$ cat config.mk
export PLATFORM = sky130hd
export DESIGN_NAME = ihw_top
export DESIGN_NICKNAME = d
export VERILOG_FILES = /design/src/logic/ihw_pkg.sv /design/src/logic/ihw_debounce.sv /design/src/logic/ihw_top.sv
export SDC_FILE = /design/constraint.sdc
export NUM_CORES = 1
export LEC_CHECK = 0
export BUFFER_PORTS_ARGS = -buffer_cell sky130_fd_sc_hd__clkbuf_2
export CORE_ASPECT_RATIO = 0.6
export CORE_UTILIZATION = 47
export DETAILED_ROUTE_END_ITERATION = 8
export GPL_ROUTABILITY_DRIVEN = 0
export PLACE_DENSITY = 0.7
export SLEW_MARGIN = 10
export SYNTH_ARGS = -nofsm -noshare
export SYNTH_HDL_FRONTEND = slang
export SYNTH_SLANG_ARGS = --single-unit
export TNS_END_PERCENT = 30
$ cat constraint.sdc
create_clock -name clock -period 5.59 [get_ports clock]
set_input_delay 0.559 -clock clock [delete_from_list [all_inputs] [get_ports clock]]
set_output_delay 0.559 -clock clock [all_outputs]
set_load 0.02 [all_outputs]
$ cat src/logic/ihw_pkg.sv
// Purpose: Shared constants for the system-health watchdog block
// Assumes: APB, 32-bit data, one aligned word per register
// Notes: Offsets are byte addresses
package ihw_pkg;
  localparam int unsigned CLK_MHZ = 200;
  localparam logic [7:0] OFS_CTRL = 8'h00;
  localparam logic [7:0] OFS_STS1 = 8'h04;
  localparam logic [7:0] OFS_STS2 = 8'h08;
  localparam logic [7:0] OFS_RELOAD = 8'h0C;
  localparam logic [7:0] OFS_KICK = 8'h10;
  localparam logic [7:0] OFS_ERRSEL = 8'h14;
  localparam logic [7:0] OFS_MSG = 8'h18;
  localparam logic [7:0] OFS_MSGACK = 8'h1C;
  // Control register fields
  localparam int unsigned CTL_WD_EN = 0;
  localparam int unsigned CTL_ACT_LO = 1;
  localparam int unsigned CTL_SLEEP = 3;
  localparam int unsigned CTL_HALT = 4;
  // Status register 1 fields
  localparam int unsigned S1_FIRST = 0;
  localparam int unsigned S1_SECOND = 1;
  localparam int unsigned S1_ERR = 2;
  // Status register 2 fields
  localparam int unsigned S2_CASE = 0;
  localparam int unsigned S2_BOOT = 1;
  // Case-open action encodings
  localparam logic [1:0] ACT_NONE = 2'b00;
  localparam logic [1:0] ACT_HEALTH = 2'b01;
  localparam logic [1:0] ACT_MGMT = 2'b10;
  // Error routing field positions
  localparam int unsigned ERR_MGMT = 0;
  localparam int unsigned ERR_CTRL = 1;
  localparam int unsigned ERR_SYS = 2;
  localparam int unsigned ERR_HLTH = 3;
  // Reset values and timing
  localparam logic [15:0] RELOAD_RST = 16'h0004;
  localparam int unsigned SECOND_TICKS = 4;
  localparam int unsigned DEBOUNCE_PERIODS = 2;
  localparam int unsigned TICK_DIV = 200;
  // Message event codes
  localparam logic [3:0] EV_CASE = 4'h1;
  localparam logic [3:0] EV_WDOG = 4'h2;
  localparam logic [3:0] EV_ALERT = 4'h3;
  localparam logic [3:0] EV_BATT = 4'h4;
  localparam logic [3:0] EV_PWR = 4'h5;
  typedef enum logic [1:0] {
    WD_IDLE = 2'b00,
    WD_FIRST = 2'b01,
    WD_SECOND = 2'b10,
    WD_DONE = 2'b11
  } ihw_wd_t;
endpackage

$ cat src/logic/ihw_debounce.sv
// Purpose: Debounce of case-open input on the real-time-clock tick
// Assumes: rtc_tick is a one-cycle pulse per real-time-clock period
// Notes: Output changes only after PERIODS stable samples
`timescale 1ns/100ps
module ihw_debounce #(
  parameter int unsigned PERIODS = 2
) (
  input wire logic clock,
  input wire logic rst_n,
  input wire logic rtc_tick,
  input wire logic raw_in,
  output logic clean_out
);
  logic s1_reg;
  logic s2_reg;
  logic [3:0] cnt_reg;

  always_ff @(posedge clock or negedge rst_n) begin
    if (!rst_n) begin
      s1_reg <= 1'b0;
      s2_reg <= 1'b0;
    end else begin
      s1_reg <= raw_in;
      s2_reg <= s1_reg;
    end
  end

  // Stable-level counter across consecutive samples [RULE5] [RULE14]
  always_ff @(posedge clock or negedge rst_n) begin
    if (!rst_n) begin
      cnt_reg <= 4'h0;
      clean_out <= 1'b0;
    end else if (s2_reg == clean_out) begin
      cnt_reg <= 4'h0;
    end else if (rtc_tick) begin
      if (cnt_reg == 4'(PERIODS - 1)) begin
        clean_out <= s2_reg;
        cnt_reg <= 4'h0;
      end else begin
        cnt_reg <= cnt_reg + 4'h1;
      end
    end
  end
endmodule // ihw_debounce

$ cat src/logic/ihw_top.sv
// Purpose: System-health logic: two-stage watchdog, case-open detect,
//   error routing and event messages toward an external LAN controller
// Assumes: APB slave, single clock, real-time-clock tick derived inside
// Notes:
// Functional notes
// RULE1: First watchdog timeout raises a management interrupt.
// RULE2: Second fixed timer runs only after first timeout, then resets.
// RULE3: A strap input suppresses the second-timeout reset.
// RULE4: Host errors may raise any of the four interrupt outputs.
// RULE5: The case-open input is debounced over two real-time-clock periods.
// RULE6: Debounced case-open activation sets the case-open flag.
// RULE7: An action-select field picks management or health interrupt.
// RULE8: Writing the sleep-entry trigger requests soft-off sleep.
// RULE9: After clearing, the flag reads the live case-open level.
// RULE10: Once written with one, the flag falls when the input deactivates.
// RULE11: Compatible mode uses only the host bus; extra controllers off.
// RULE12: Event messages go out via the host bus to a LAN controller.
// RULE13: Messages on assertion of all five events, deassertion of two.
// RULE14: Debounce uses a stable-level counter before updating flags.
`timescale 1ns/100ps
module ihw_top #(
  parameter int unsigned TICK_DIV = ihw_pkg::TICK_DIV
) (
  input wire logic clock,
  input wire logic arst_n,
  input wire logic psel,
  input wire logic penable,
  input wire logic pwrite,
  input wire logic [7:0] paddr,
  input wire logic [31:0] pwdata,
  output logic [31:0] prdata,
  output logic pready,
  output logic pslverr,
  input wire logic case_open_n,
  input wire logic smbalert_n,
  input wire logic battery_low_input_n,
  input wire logic power_failure_event,
  input wire logic host_error,
  input wire logic no_reboot_strap,
  input wire logic advanced_mode_strap,
  output logic management_interrupt,
  output logic control_interrupt,
  output logic system_error,
  output logic health_interrupt,
  output logic system_reset_req,
  output logic sleep_soft_off_req,
  output logic mgmt_bus_ctrl_en,
  output logic msg_valid,
  output logic [3:0] msg_code,
  output logic msg_assert
);
  logic r1_reg;
  logic rst_n;
  logic [7:0] tick_cnt_reg;
  logic rtc_tick;
  logic case_clean;
  logic case_prev_reg;
  logic [7:0] health_control_reg;
  logic [15:0] reload_reg;
  logic [3:0] errsel_reg;
  logic [2:0] sts1_reg;
  logic case_open_flag;
  logic case_armed_reg;
  logic boot_reg;
  logic noreboot_reg;
  logic strap_done_reg;
  ihw_pkg::ihw_wd_t wd_reg;
  logic [15:0] wd_cnt_reg;
  logic wr;
  logic rd_access;
  logic kick;
  logic first_evt;
  logic second_evt;
  logic alert_prev_reg;
  logic batt_prev_reg;
  logic pwr_prev_reg;
  logic [4:0] pend_reg;
  logic [4:0] pend_set;
  logic [1:0] dir_reg;
  logic case_rise;

  always_ff @(posedge clock or negedge arst_n) begin
    if (!arst_n) begin
      r1_reg <= 1'b0;
      rst_n <= 1'b0;
    end else begin
      r1_reg <= 1'b1;
      rst_n <= r1_reg;
    end
  end

  // Real-time-clock tick divider
  always_ff @(posedge clock or negedge rst_n) begin
    if (!rst_n) begin
      tick_cnt_reg <= 8'h00;
    end else if (tick_cnt_reg == 8'(TICK_DIV - 1)) begin
      tick_cnt_reg <= 8'h00;
    end else begin
      tick_cnt_reg <= tick_cnt_reg + 8'h01;
    end
  end
  assign rtc_tick = (tick_cnt_reg == 8'(TICK_DIV - 1));

  ihw_debounce #(
    .PERIODS(ihw_pkg::DEBOUNCE_PERIODS)
  ) u_deb (
    .clock(clock),
    .rst_n(rst_n),
    .rtc_tick(rtc_tick),
    .raw_in(~case_open_n),
    .clean_out(case_clean)
  );

  assign pready = 1'b1;
  assign wr = psel && penable && pwrite;
  assign rd_access = psel && penable && !pwrite;
  assign kick = wr && (paddr == ihw_pkg::OFS_KICK);
  always_comb begin
    case (paddr)
      ihw_pkg::OFS_CTRL, ihw_pkg::OFS_STS1, ihw_pkg::OFS_STS2,
      ihw_pkg::OFS_RELOAD, ihw_pkg::OFS_KICK, ihw_pkg::OFS_ERRSEL,
      ihw_pkg::OFS_MSG, ihw_pkg::OFS_MSGACK: pslverr = 1'b0;
      default: pslverr = psel && penable;
    endcase
  end

  // Strap capture after reset release
  always_ff @(posedge clock or negedge rst_n) begin
    if (!rst_n) begin
      noreboot_reg <= 1'b0;
      strap_done_reg <= 1'b0;
      mgmt_bus_ctrl_en <= 1'b0;
    end else if (!strap_done_reg) begin
      noreboot_reg <= no_reboot_strap;
      strap_done_reg <= 1'b1;
      mgmt_bus_ctrl_en <= advanced_mode_strap; // [RULE11]
    end
  end

  // Writable configuration
  always_ff @(posedge clock or negedge rst_n) begin
    if (!rst_n) begin
      health_control_reg <= 8'h00;
      reload_reg <= ihw_pkg::RELOAD_RST;
      errsel_reg <= 4'h0;
    end else if (wr) begin
      if (paddr == ihw_pkg::OFS_CTRL) begin
        health_control_reg <= pwdata[7:0] & 8'h17;
      end
      if (paddr == ihw_pkg::OFS_RELOAD) begin
        reload_reg <= pwdata[15:0];
      end
      if (paddr == ihw_pkg::OFS_ERRSEL) begin
        errsel_reg <= pwdata[3:0];
      end
    end
  end

  // Sleep-entry trigger pulse
  always_ff @(posedge clock or negedge rst_n) begin
    if (!rst_n) begin
      sleep_soft_off_req <= 1'b0;
    end else begin
      sleep_soft_off_req <= wr && (paddr == ihw_pkg::OFS_CTRL) &&
        pwdata[ihw_pkg::CTL_SLEEP]; // [RULE8]
    end
  end

  // Two-stage watchdog
  always_ff @(posedge clock or negedge rst_n) begin
    if (!rst_n) begin
      wd_reg <= ihw_pkg::WD_IDLE;
      wd_cnt_reg <= 16'h0000;
    end else if (!health_control_reg[ihw_pkg::CTL_WD_EN] ||
        health_control_reg[ihw_pkg::CTL_HALT]) begin
      wd_reg <= ihw_pkg::WD_IDLE;
      wd_cnt_reg <= reload_reg;
    end else if (kick) begin
      wd_reg <= ihw_pkg::WD_FIRST;
      wd_cnt_reg <= reload_reg;
    end else begin
      case (wd_reg)
        ihw_pkg::WD_IDLE: begin
          wd_reg <= ihw_pkg::WD_FIRST;
          wd_cnt_reg <= reload_reg;
        end
        ihw_pkg::WD_FIRST: begin
          if (rtc_tick) begin
            if (wd_cnt_reg <= 16'h0001) begin
              wd_reg <= ihw_pkg::WD_SECOND; // [RULE2]
              wd_cnt_reg <= 16'(ihw_pkg::SECOND_TICKS);
            end else begin
              wd_cnt_reg <= wd_cnt_reg - 16'h0001;
            end
          end
        end
        ihw_pkg::WD_SECOND: begin
          if (rtc_tick) begin
            if (wd_cnt_reg <= 16'h0001) begin
              wd_reg <= ihw_pkg::WD_DONE;
            end else begin
              wd_cnt_reg <= wd_cnt_reg - 16'h0001;
            end
          end
        end
        ihw_pkg::WD_DONE: wd_reg <= ihw_pkg::WD_DONE;
        default: wd_reg <= ihw_pkg::WD_IDLE;
      endcase
    end
  end
  assign first_evt = (wd_reg == ihw_pkg::WD_FIRST) && rtc_tick &&
    (wd_cnt_reg <= 16'h0001) && !kick &&
    health_control_reg[ihw_pkg::CTL_WD_EN] &&
    !health_control_reg[ihw_pkg::CTL_HALT];
  assign second_evt = (wd_reg == ihw_pkg::WD_SECOND) && rtc_tick &&
    (wd_cnt_reg <= 16'h0001) && !kick &&
    health_control_reg[ihw_pkg::CTL_WD_EN] &&
    !health_control_reg[ihw_pkg::CTL_HALT];

  always_ff @(posedge clock or negedge rst_n) begin
    if (!rst_n) begin
      system_reset_req <= 1'b0;
    end else begin
      system_reset_req <= second_evt && !noreboot_reg; // [RULE3]
    end
  end

  // Status 1: write one to clear; set wins
  always_ff @(posedge clock or negedge rst_n) begin
    if (!rst_n) begin
      sts1_reg <= 3'b000;
    end else begin
      if (wr && paddr == ihw_pkg::OFS_STS1) begin
        sts1_reg <= sts1_reg & ~pwdata[2:0] |
          {host_error, second_evt, first_evt};
      end else begin
        sts1_reg <= sts1_reg | {host_error, second_evt, first_evt};
      end
    end
  end

  // Case-open flag with clear-to-level behaviour
  assign case_rise = case_clean && !case_prev_reg;
  always_ff @(posedge clock or negedge rst_n) begin
    if (!rst_n) begin
      case_prev_reg <= 1'b0;
      case_open_flag <= 1'b0;
      case_armed_reg <= 1'b0;
      boot_reg <= 1'b0;
    end else begin
      case_prev_reg <= case_clean;
      if (second_evt) begin
        boot_reg <= 1'b1;
      end else if (wr && paddr == ihw_pkg::OFS_STS2 &&
          pwdata[ihw_pkg::S2_BOOT]) begin
        boot_reg <= 1'b0;
      end
      if (case_rise) begin
        case_open_flag <= 1'b1; // [RULE6]
        case_armed_reg <= 1'b0;
      end else if (wr && paddr == ihw_pkg::OFS_STS2 &&
          pwdata[ihw_pkg::S2_CASE]) begin
        case_armed_reg <= 1'b1;
        case_open_flag <= case_clean; // [RULE9]
      end else if (case_armed_reg) begin
        case_open_flag <= case_clean; // [RULE10]
      end
    end
  end

  // Interrupt routing
  always_ff @(posedge clock or negedge rst_n) begin
    if (!rst_n) begin
      management_interrupt <= 1'b0;
      control_interrupt <= 1'b0;
      system_error <= 1'b0;
      health_interrupt <= 1'b0;
    end else begin
      management_interrupt <= sts1_reg[ihw_pkg::S1_FIRST] || // [RULE1]
        (sts1_reg[ihw_pkg::S1_ERR] && errsel_reg[ihw_pkg::ERR_MGMT]) ||
        (case_open_flag && health_control_reg[2:1] ==
          ihw_pkg::ACT_MGMT); // [RULE7]
      control_interrupt <= sts1_reg[ihw_pkg::S1_ERR] &&
        errsel_reg[ihw_pkg::ERR_CTRL]; // [RULE4]
      system_error <= sts1_reg[ihw_pkg::S1_ERR] &&
        errsel_reg[ihw_pkg::ERR_SYS];
      health_interrupt <= (sts1_reg[ihw_pkg::S1_ERR] &&
        errsel_reg[ihw_pkg::ERR_HLTH]) ||
        (case_open_flag && health_control_reg[2:1] ==
          ihw_pkg::ACT_HEALTH); // [RULE7]
    end
  end

  // Event message queue toward LAN controller
  assign pend_set = {
    pwr_prev_reg ^ power_failure_event ? power_failure_event : 1'b0,
    batt_prev_reg ^ ~battery_low_input_n,
    alert_prev_reg ^ ~smbalert_n,
    first_evt,
    case_rise
  }; // [RULE13]
  always_ff @(posedge clock or negedge rst_n) begin
    if (!rst_n) begin
      alert_prev_reg <= 1'b0;
      batt_prev_reg <= 1'b0;
      pwr_prev_reg <= 1'b0;
      pend_reg <= 5'b00000;
      dir_reg <= 2'b00;
    end else begin
      alert_prev_reg <= ~smbalert_n;
      batt_prev_reg <= ~battery_low_input_n;
      pwr_prev_reg <= power_failure_event;
      if (pend_set[2]) begin
        dir_reg[0] <= ~smbalert_n;
      end
      if (pend_set[3]) begin
        dir_reg[1] <= ~battery_low_input_n;
      end
      if (wr && paddr == ihw_pkg::OFS_MSGACK) begin
        pend_reg <= pend_reg & ~pwdata[4:0] | pend_set; // [RULE12]
      end else begin
        pend_reg <= pend_reg | pend_set;
      end
    end
  end

  always_ff @(posedge clock or negedge rst_n) begin
    if (!rst_n) begin
      msg_valid <= 1'b0;
      msg_code <= 4'h0;
      msg_assert <= 1'b0;
    end else begin
      msg_valid <= |pend_reg;
      msg_assert <= 1'b1;
      if (pend_reg[0]) begin
        msg_code <= ihw_pkg::EV_CASE;
      end else if (pend_reg[1]) begin
        msg_code <= ihw_pkg::EV_WDOG;
      end else if (pend_reg[2]) begin
        msg_code <= ihw_pkg::EV_ALERT;
        msg_assert <= dir_reg[0];
      end else if (pend_reg[3]) begin
        msg_code <= ihw_pkg::EV_BATT;
        msg_assert <= dir_reg[1];
      end else if (pend_reg[4]) begin
        msg_code <= ihw_pkg::EV_PWR;
      end else begin
        msg_code <= 4'h0;
      end
    end
  end

  // Read mux
  always_comb begin
    prdata = 32'h0000_0000;
    if (rd_access) begin
      case (paddr)
        ihw_pkg::OFS_CTRL: prdata = {24'h00_0000, health_control_reg};
        ihw_pkg::OFS_STS1: prdata = {27'h000_0000, wd_reg, sts1_reg};
        ihw_pkg::OFS_STS2: prdata = {30'h0000_0000, boot_reg,
          case_open_flag};
        ihw_pkg::OFS_RELOAD: prdata = {16'h0000, reload_reg};
        ihw_pkg::OFS_KICK: prdata = {16'h0000, wd_cnt_reg};
        ihw_pkg::OFS_ERRSEL: prdata = {28'h000_0000, errsel_reg};
        ihw_pkg::OFS_MSG: prdata = {25'h000_0000, dir_reg, pend_reg};
        default: prdata = 32'h0000_0000;
      endcase
    end
  end
endmodule // ihw_top

==> impl_metrics.env, run 1 <==
export IMPL_crit_type="register to register"
export IMPL_syn_mean_instance_area_sq_um=10.13
export IMPL_holdBufCountCts=1
export IMPL_synthDistinctLibCells=64
export IMPL_cts_resized=0
export IMPL_portBuffers=64
export IMPL_cts_root_buf="clkbuf_16"
export IMPL_startpoint_type="register"
export IMPL_synthArstFlopShare_pct=100.0
export IMPL_boundaryPins=99
export IMPL_post_cts_buffers=0
export IMPL_clock_path_buffers=2
export IMPL_start_util_pct=49.75
export IMPL_overflow=0
export IMPL_vias=3739
export IMPL_synth_cells=461
export IMPL_core_area_sq_um=9392
export IMPL_slowest_delay_ps=930
export IMPL_max_freq_ghz=0.2950
export IMPL_n_antenna_cell=0
export IMPL_crit_chain="nor4_1 > nand2_1 > or2_4 > a211oi_4 > o21bai_1 > a22o_1"
export IMPL_dominantRegCellSynth="dfrtp_1"
export IMPL_synthTopCellsByArea="dfrtp_1, mux2_2, nand2_1"
export IMPL_drive_above_1_share_pct=24.95
export IMPL_worstPathRequired_ps=5870
export IMPL_leakage_nw=2.489
export IMPL_cap_violations=0
export IMPL_die_h_microns=79.23
export IMPL_die_w_microns=130.7
export IMPL_grt_max_degree=59
export IMPL_power_switching_mw=0.3574
export IMPL_netlist_area_sq_um=4672
export IMPL_cp_slowest_cell="a211oi_4"
export IMPL_final_common_cell="dfrtp_1"
export IMPL_hold_viol=0
export IMPL_totalNegativeSetupSlack_ps=0
export IMPL_cts_sinks=90
export IMPL_vdd_drop_max_mv=0.1984
export IMPL_wl_per_cell_microns=16.56
export IMPL_power_frac_comb_pct=7.0
export IMPL_min_period_over_period_pct=60.65
export IMPL_slew_headroom_pct=25.10
export IMPL_p_per_area_nw_per_um2=255.5
export IMPL_internal_power_mw=1.011
export IMPL_critPathMaxFanout=27
export IMPL_p_sw_share_pct=26.11
export IMPL_layout_common_cells="dfrtp_1, clkbuf_2, nand2_1"
export IMPL_slew_violations=0
export IMPL_ys_seq_area_share_pct=48.23
export IMPL_grt_usage_pct=23.19
export IMPL_hpwl_microns=7895
export IMPL_cts_buffers=9
export IMPL_drtIter0Drc=287
export IMPL_synth_edf_count=0
export IMPL_yosysTopAreaCell="dfrtp_1"
export IMPL_fp_row_count=27
export IMPL_rsz0062_at_grt="no"
export IMPL_tightest_slew_ps=1120
export IMPL_min_path_type="register to async pin"
export IMPL_cts_tree="yes"
export IMPL_seq_power_share_pct=49.4
export IMPL_ant_nets=0
export IMPL_yosysWarnings=0
export IMPL_clkPwrFrac_pct=43.6
export IMPL_first_global_vias=3573
export IMPL_drc_errors=0
export IMPL_antenna_found_initial=0
export IMPL_arrival_ps=3670
export IMPL_fin_crit_ps=3390
export IMPL_clkLatencyLatePin_ps=350
export IMPL_die_area_sq_um=10360
export IMPL_firstDrtPassIters=5
export IMPL_status="finished, final reports clean"
export IMPL_ys_ff_latch=90
export IMPL_clock_skew_ps=4.362
export IMPL_finalWirelength_microns=10980
export IMPL_syn_to_final_growth_pct=14.65
export IMPL_setup_viol=0
export IMPL_final_nets=589
export IMPL_routed_via_density=5.640
export IMPL_path_clk_slew_ps=70
export IMPL_synth_top_area_share_pct=47.67
export IMPL_stdcell_area_sq_um=5356
export IMPL_placed_area_sq_um=5054
export IMPL_cp_end_kind="register"
export IMPL_cts_max_level=3
export IMPL_grt_pass1_wl_microns=18200
cell families (layout without fill, tap and decap cells):
group           count (synthesis)  count (layout)  share of synthesized area (%)
fa+ha+maj                      11              11                          2.839
simple gates                  164             164                          17.22
buf+inv                        54             108                          6.186
mux                            30              30                          7.231
xor+xnor                        9               9                          1.687
other cells                     2              20                         0.1607
compound gates                101             101                          16.44
flops                          90              90                          48.23
per-layer routing:
layer | track usage [%] | routed length [microns]
met5 | 0 | 0
met1 | 34.19 | 5303
met4 | 4.253 | 55
met3 | 5.728 | 644
met2 | 34.55 | 4977
synthesized netlist by cell type, types with 2 or more instances:
master and count:
dfrtp_1 89, nand2_1 45, nor2_1 43, mux2_2 30
a21oi_1 27, inv_1 23, buf_4 20, a22oi_1 17
nor3_1 14, nand3_1 12, ha_1 9, o21ai_0 8
a222oi_1 7, clkbuf_1 7, nor4_1 7, o22ai_2 6
xor2_1 6, nor2b_1 5, a31oi_1 4, and2_1 4
and3_1 4, nand4_1 4, or3_1 4, or4_1 4
a2bb2oi_1 3, a32oi_1 3, nand2b_1 3, nand3b_1 3
o22ai_1 3, xnor2_1 3, a211oi_4 2, a21o_1 2
a22o_1 2, buf_2 2, conb_1 2, maj3_1 2
o21a_1 2, o21ai_1 2, o21bai_1 2, or2_2 2
final timing paths:
check                               startpoint               to  slack (ps)  cells past startpoint
max reg2reg                      wd_cnt_reg[6]   wd_cnt_reg[12]        2200                      6
max                              wd_cnt_reg[6]   wd_cnt_reg[12]        2200                      6
min reg2reg                              rst_n      pend_reg[0]         260                      0
max in group asynchronous                rst_n  tick_cnt_reg[2]        4250                      1
min                                      rst_n      pend_reg[0]         260                      0
min in group clock         power_failure_event     pwr_prev_reg         330                      1
power groups by stage:
stage / clock network [mW] / registers, mW / logic (mW)
after floorplan: 0 / 0.692 / 0.0654
after global placement: 0 / 0.688 / 0.0930
after detailed placement: 0 / 0.689 / 0.0946
after CTS: 0.608 / 0.676 / 0.0957
after global routing: 0.634 / 0.678 / 0.107
final: 0.597 / 0.676 / 0.0959
worst max-delay path: cells and delay by family, from the launching register on:
family / cells / cell delay [ps]
AO/OA/AOI/OAI: 3 / 1320
flip-flops: 1 / 410
AND/OR/NAND/NOR: 3 / 1590
metrics by stage:
stage | instances | total power, mW | hold slack (ps) | utilization [%] | worst slack, ps
2_1_floorplan | 479 | 0.7578 | 263.4 | - | 2592
6_report | 663 | 1.369 | 256.2 | 57.03 | 2200
5_1_grt | 663 | 1.418 | 302.8 | 57.03 | 1935
3_5_place_dp | 646 | 0.7831 | 269.2 | 53.81 | 2221
3_3_place_gp | 646 | 0.7810 | 268.2 | 53.81 | 2213
4_1_cts | 663 | 1.380 | 277.0 | 57.03 | 2268
final cells by class:
cell class | count | area (sq um)
Fill cell | 850 | 4035
Sequential cell | 90 | 2257
Multi-Input combinational cell | 335 | 2197
Timing Repair Buffer | 69 | 360.3
Clock buffer | 9 | 225.2
Tap cell | 130 | 162.7
Inverter | 23 | 86.33
Clock inverter | 7 | 67.56
(Power assumes the default switching activity.)
==> inputs of run 2 (changes only) <==
--- a/config.mk
+++ b/config.mk
@@ -10,7 +10,7 @@
 export CORE_UTILIZATION = 47
 export DETAILED_ROUTE_END_ITERATION = 8
 export GPL_ROUTABILITY_DRIVEN = 0
-export PLACE_DENSITY = 0.7
+export PLACE_DENSITY = 0.73
 export SLEW_MARGIN = 10
 export SYNTH_ARGS = -nofsm -noshare
 export SYNTH_HDL_FRONTEND = slang
==> constraint.sdc (replaced) <==
create_clock -name clock -period 3.1 [get_ports clock]
set_input_delay 0.31 -clock clock [delete_from_list [all_inputs] [get_ports clock]]
set_output_delay 0.31 -clock clock [all_outputs]
set_load 0.02 [all_outputs]
==> run 2 against run 1 <==
Against the previous run: setup slack got worse by 1700 ps; non-clock buffer count rose by 8; combinational power rose by 85%; sequential share of layout area fell by 0.51 points; final cell count rose by 1.2%; count of clock-buffer cells in the layout did not move; sequential power rose by 80%; core utilization rose by 0.69 points; via count rose by 1.5%; die area did not move; critical endpoint is now wd_cnt_reg[14]; highest routed layer unchanged.
==> impl_metrics.env, run 2 (synthesis results as in run 1) <==
export IMPL_die_h_microns=79.23
export IMPL_fp_row_count=27
export IMPL_ant_nets=0
export IMPL_finalHoldWorstSlack_ps=84.68
export IMPL_slew_violations=0
export IMPL_clkLatencyLatePin_ps=340
export IMPL_crit_family="simple AND/OR/NAND/NOR gates"
export IMPL_p_per_area_nw_per_um2=445.0
export IMPL_cp_end_kind="register"
export IMPL_clkPwrFrac_pct=42.0
export IMPL_layout_common_cells="dfrtp_1, clkbuf_2, nand2_1"
export IMPL_post_cts_buffers=0
export IMPL_fin_crit_ps=2640
export IMPL_cts_max_level=3
export IMPL_portBuffers=64
export IMPL_cts_buffers=9
export IMPL_cap_violations=0
export IMPL_tightest_slew_ps=806.4
export IMPL_cts_root_buf="clkbuf_16"
export IMPL_cp_num_buf_inv=0
export IMPL_crit_chain="or4_1 > or4_4 > nor3_2 > nor2_2 > a32oi_1 > o22ai_2"
export IMPL_hpwl_microns=8031
export IMPL_slew_headroom_pct=45.83
export IMPL_worstPathRequired_ps=3320
export IMPL_clock_skew_ps=6.047
export IMPL_final_common_cell="dfrtp_1"
export IMPL_antenna_found_initial=0
export IMPL_final_nets=597
export IMPL_rsz0062_at_grt="no"
export IMPL_cts_tree="yes"
export IMPL_n_antenna_cell=0
export IMPL_setup_viol=0
export IMPL_leakage_nw=2.528
export IMPL_power_frac_comb_pct=7.3
export IMPL_grt_pass1_wl_microns=18460
export IMPL_wl_per_cell_microns=16.91
export IMPL_cts_resized=0
export IMPL_holdBufCountCts=1
export IMPL_max_freq_ghz=0.3788
export IMPL_vias=3796
export IMPL_arrival_ps=2860
export IMPL_finalWirelength_microns=11340
export IMPL_syn_to_final_growth_pct=16.04
export IMPL_totalNegativeSetupSlack_ps=0
export IMPL_boundaryPins=99
export IMPL_cp_slowest_cell="or4_1"
export IMPL_grt_max_degree=89
export IMPL_first_global_vias=3683
export IMPL_min_path_type="primary input to register"
export IMPL_min_period_over_period_pct=85.15
export IMPL_drc_errors=0
export IMPL_die_w_microns=130.7
export IMPL_clock_path_buffers=2
export IMPL_critPathMaxFanout=16
export IMPL_drtIter0Drc=256
export IMPL_status="finished, final reports clean"
export IMPL_slowest_delay_ps=590
export IMPL_hold_viol=0
export IMPL_crit_type="register to register"
export IMPL_grt_usage_pct=23.43
export IMPL_overflow=0
export IMPL_seq_power_share_pct=50.6
export IMPL_start_util_pct=49.75
export IMPL_drive_above_1_share_pct=26.06
export IMPL_path_clk_slew_ps=60
export IMPL_vdd_drop_max_mv=0.3063
export IMPL_core_area_sq_um=9392
export IMPL_finalPower_mw=2.413
export IMPL_p_sw_share_pct=25.01
export IMPL_startpoint_type="register"
export IMPL_internal_power_mw=1.809
export IMPL_firstDrtPassIters=5
export IMPL_power_switching_mw=0.6034
export IMPL_die_area_sq_um=10360
export IMPL_cts_sinks=90
export IMPL_routed_via_density=5.657
run 2: stage by stage:
stage / utilization, % / instances / area, sq um / worst slack [ps]
after floorplan: - / 479 / 4740 / 409.3
after global placement: 54.37 / 653 / 5106 / 534.9
after detailed placement: 54.37 / 653 / 5106 / 514.7
after CTS: 57.43 / 670 / 5394 / 491.9
after global routing: 57.73 / 671 / 5421 / 332.7
final: 57.73 / 671 / 5421 / 460.4
run 2: final timing paths:
| check | start | end | slack [ps] | depth (start not counted) |
|---|---|---|---|---|
| max | wd_cnt_reg[12] | wd_cnt_reg[14] | 460 | 6 |
| min | power_failure_event | pwr_prev_reg | 80 | 1 |
| max reg2reg | wd_cnt_reg[12] | wd_cnt_reg[14] | 460 | 6 |
| min reg2reg | rst_n | case_armed_reg | 310 | 0 |
| max in group asynchronous | rst_n | reload_reg[2] | 2130 | 1 |
| min in group asynchronous | arst_n | rst_n | 280 | 2 |
run 2: cell type report:
type	count	area (sq um)
tap	130	162.7
sequential	90	2257
multi-input combinational	335	2197
clock inverter	7	52.55
fill	826	3970
inverter	23	86.33
clock buffer	9	225.2
timing repair buffer	77	440.4
run 2: power by group through the flow:
stage,logic (mW),clock network [mW],registers [mW]
after global routing,0.196,1.09,1.23
after global placement,0.153,0,1.25
after CTS,0.159,1.04,1.23
final,0.177,1.01,1.22
after detailed placement,0.157,0,1.26
after floorplan,0.118,0,1.25
run 2: routing by layer:
layer | GRT usage (%) | share of wire (%) | vias to the layer above
met5 | 0 | 0 | -
met4 | 6.092 | 0.79 | 0
met3 | 7.412 | 7.7 | 12
met2 | 35.19 | 46 | 138
met1 | 32.55 | 46 | 1870
li1 | - | - | 1776
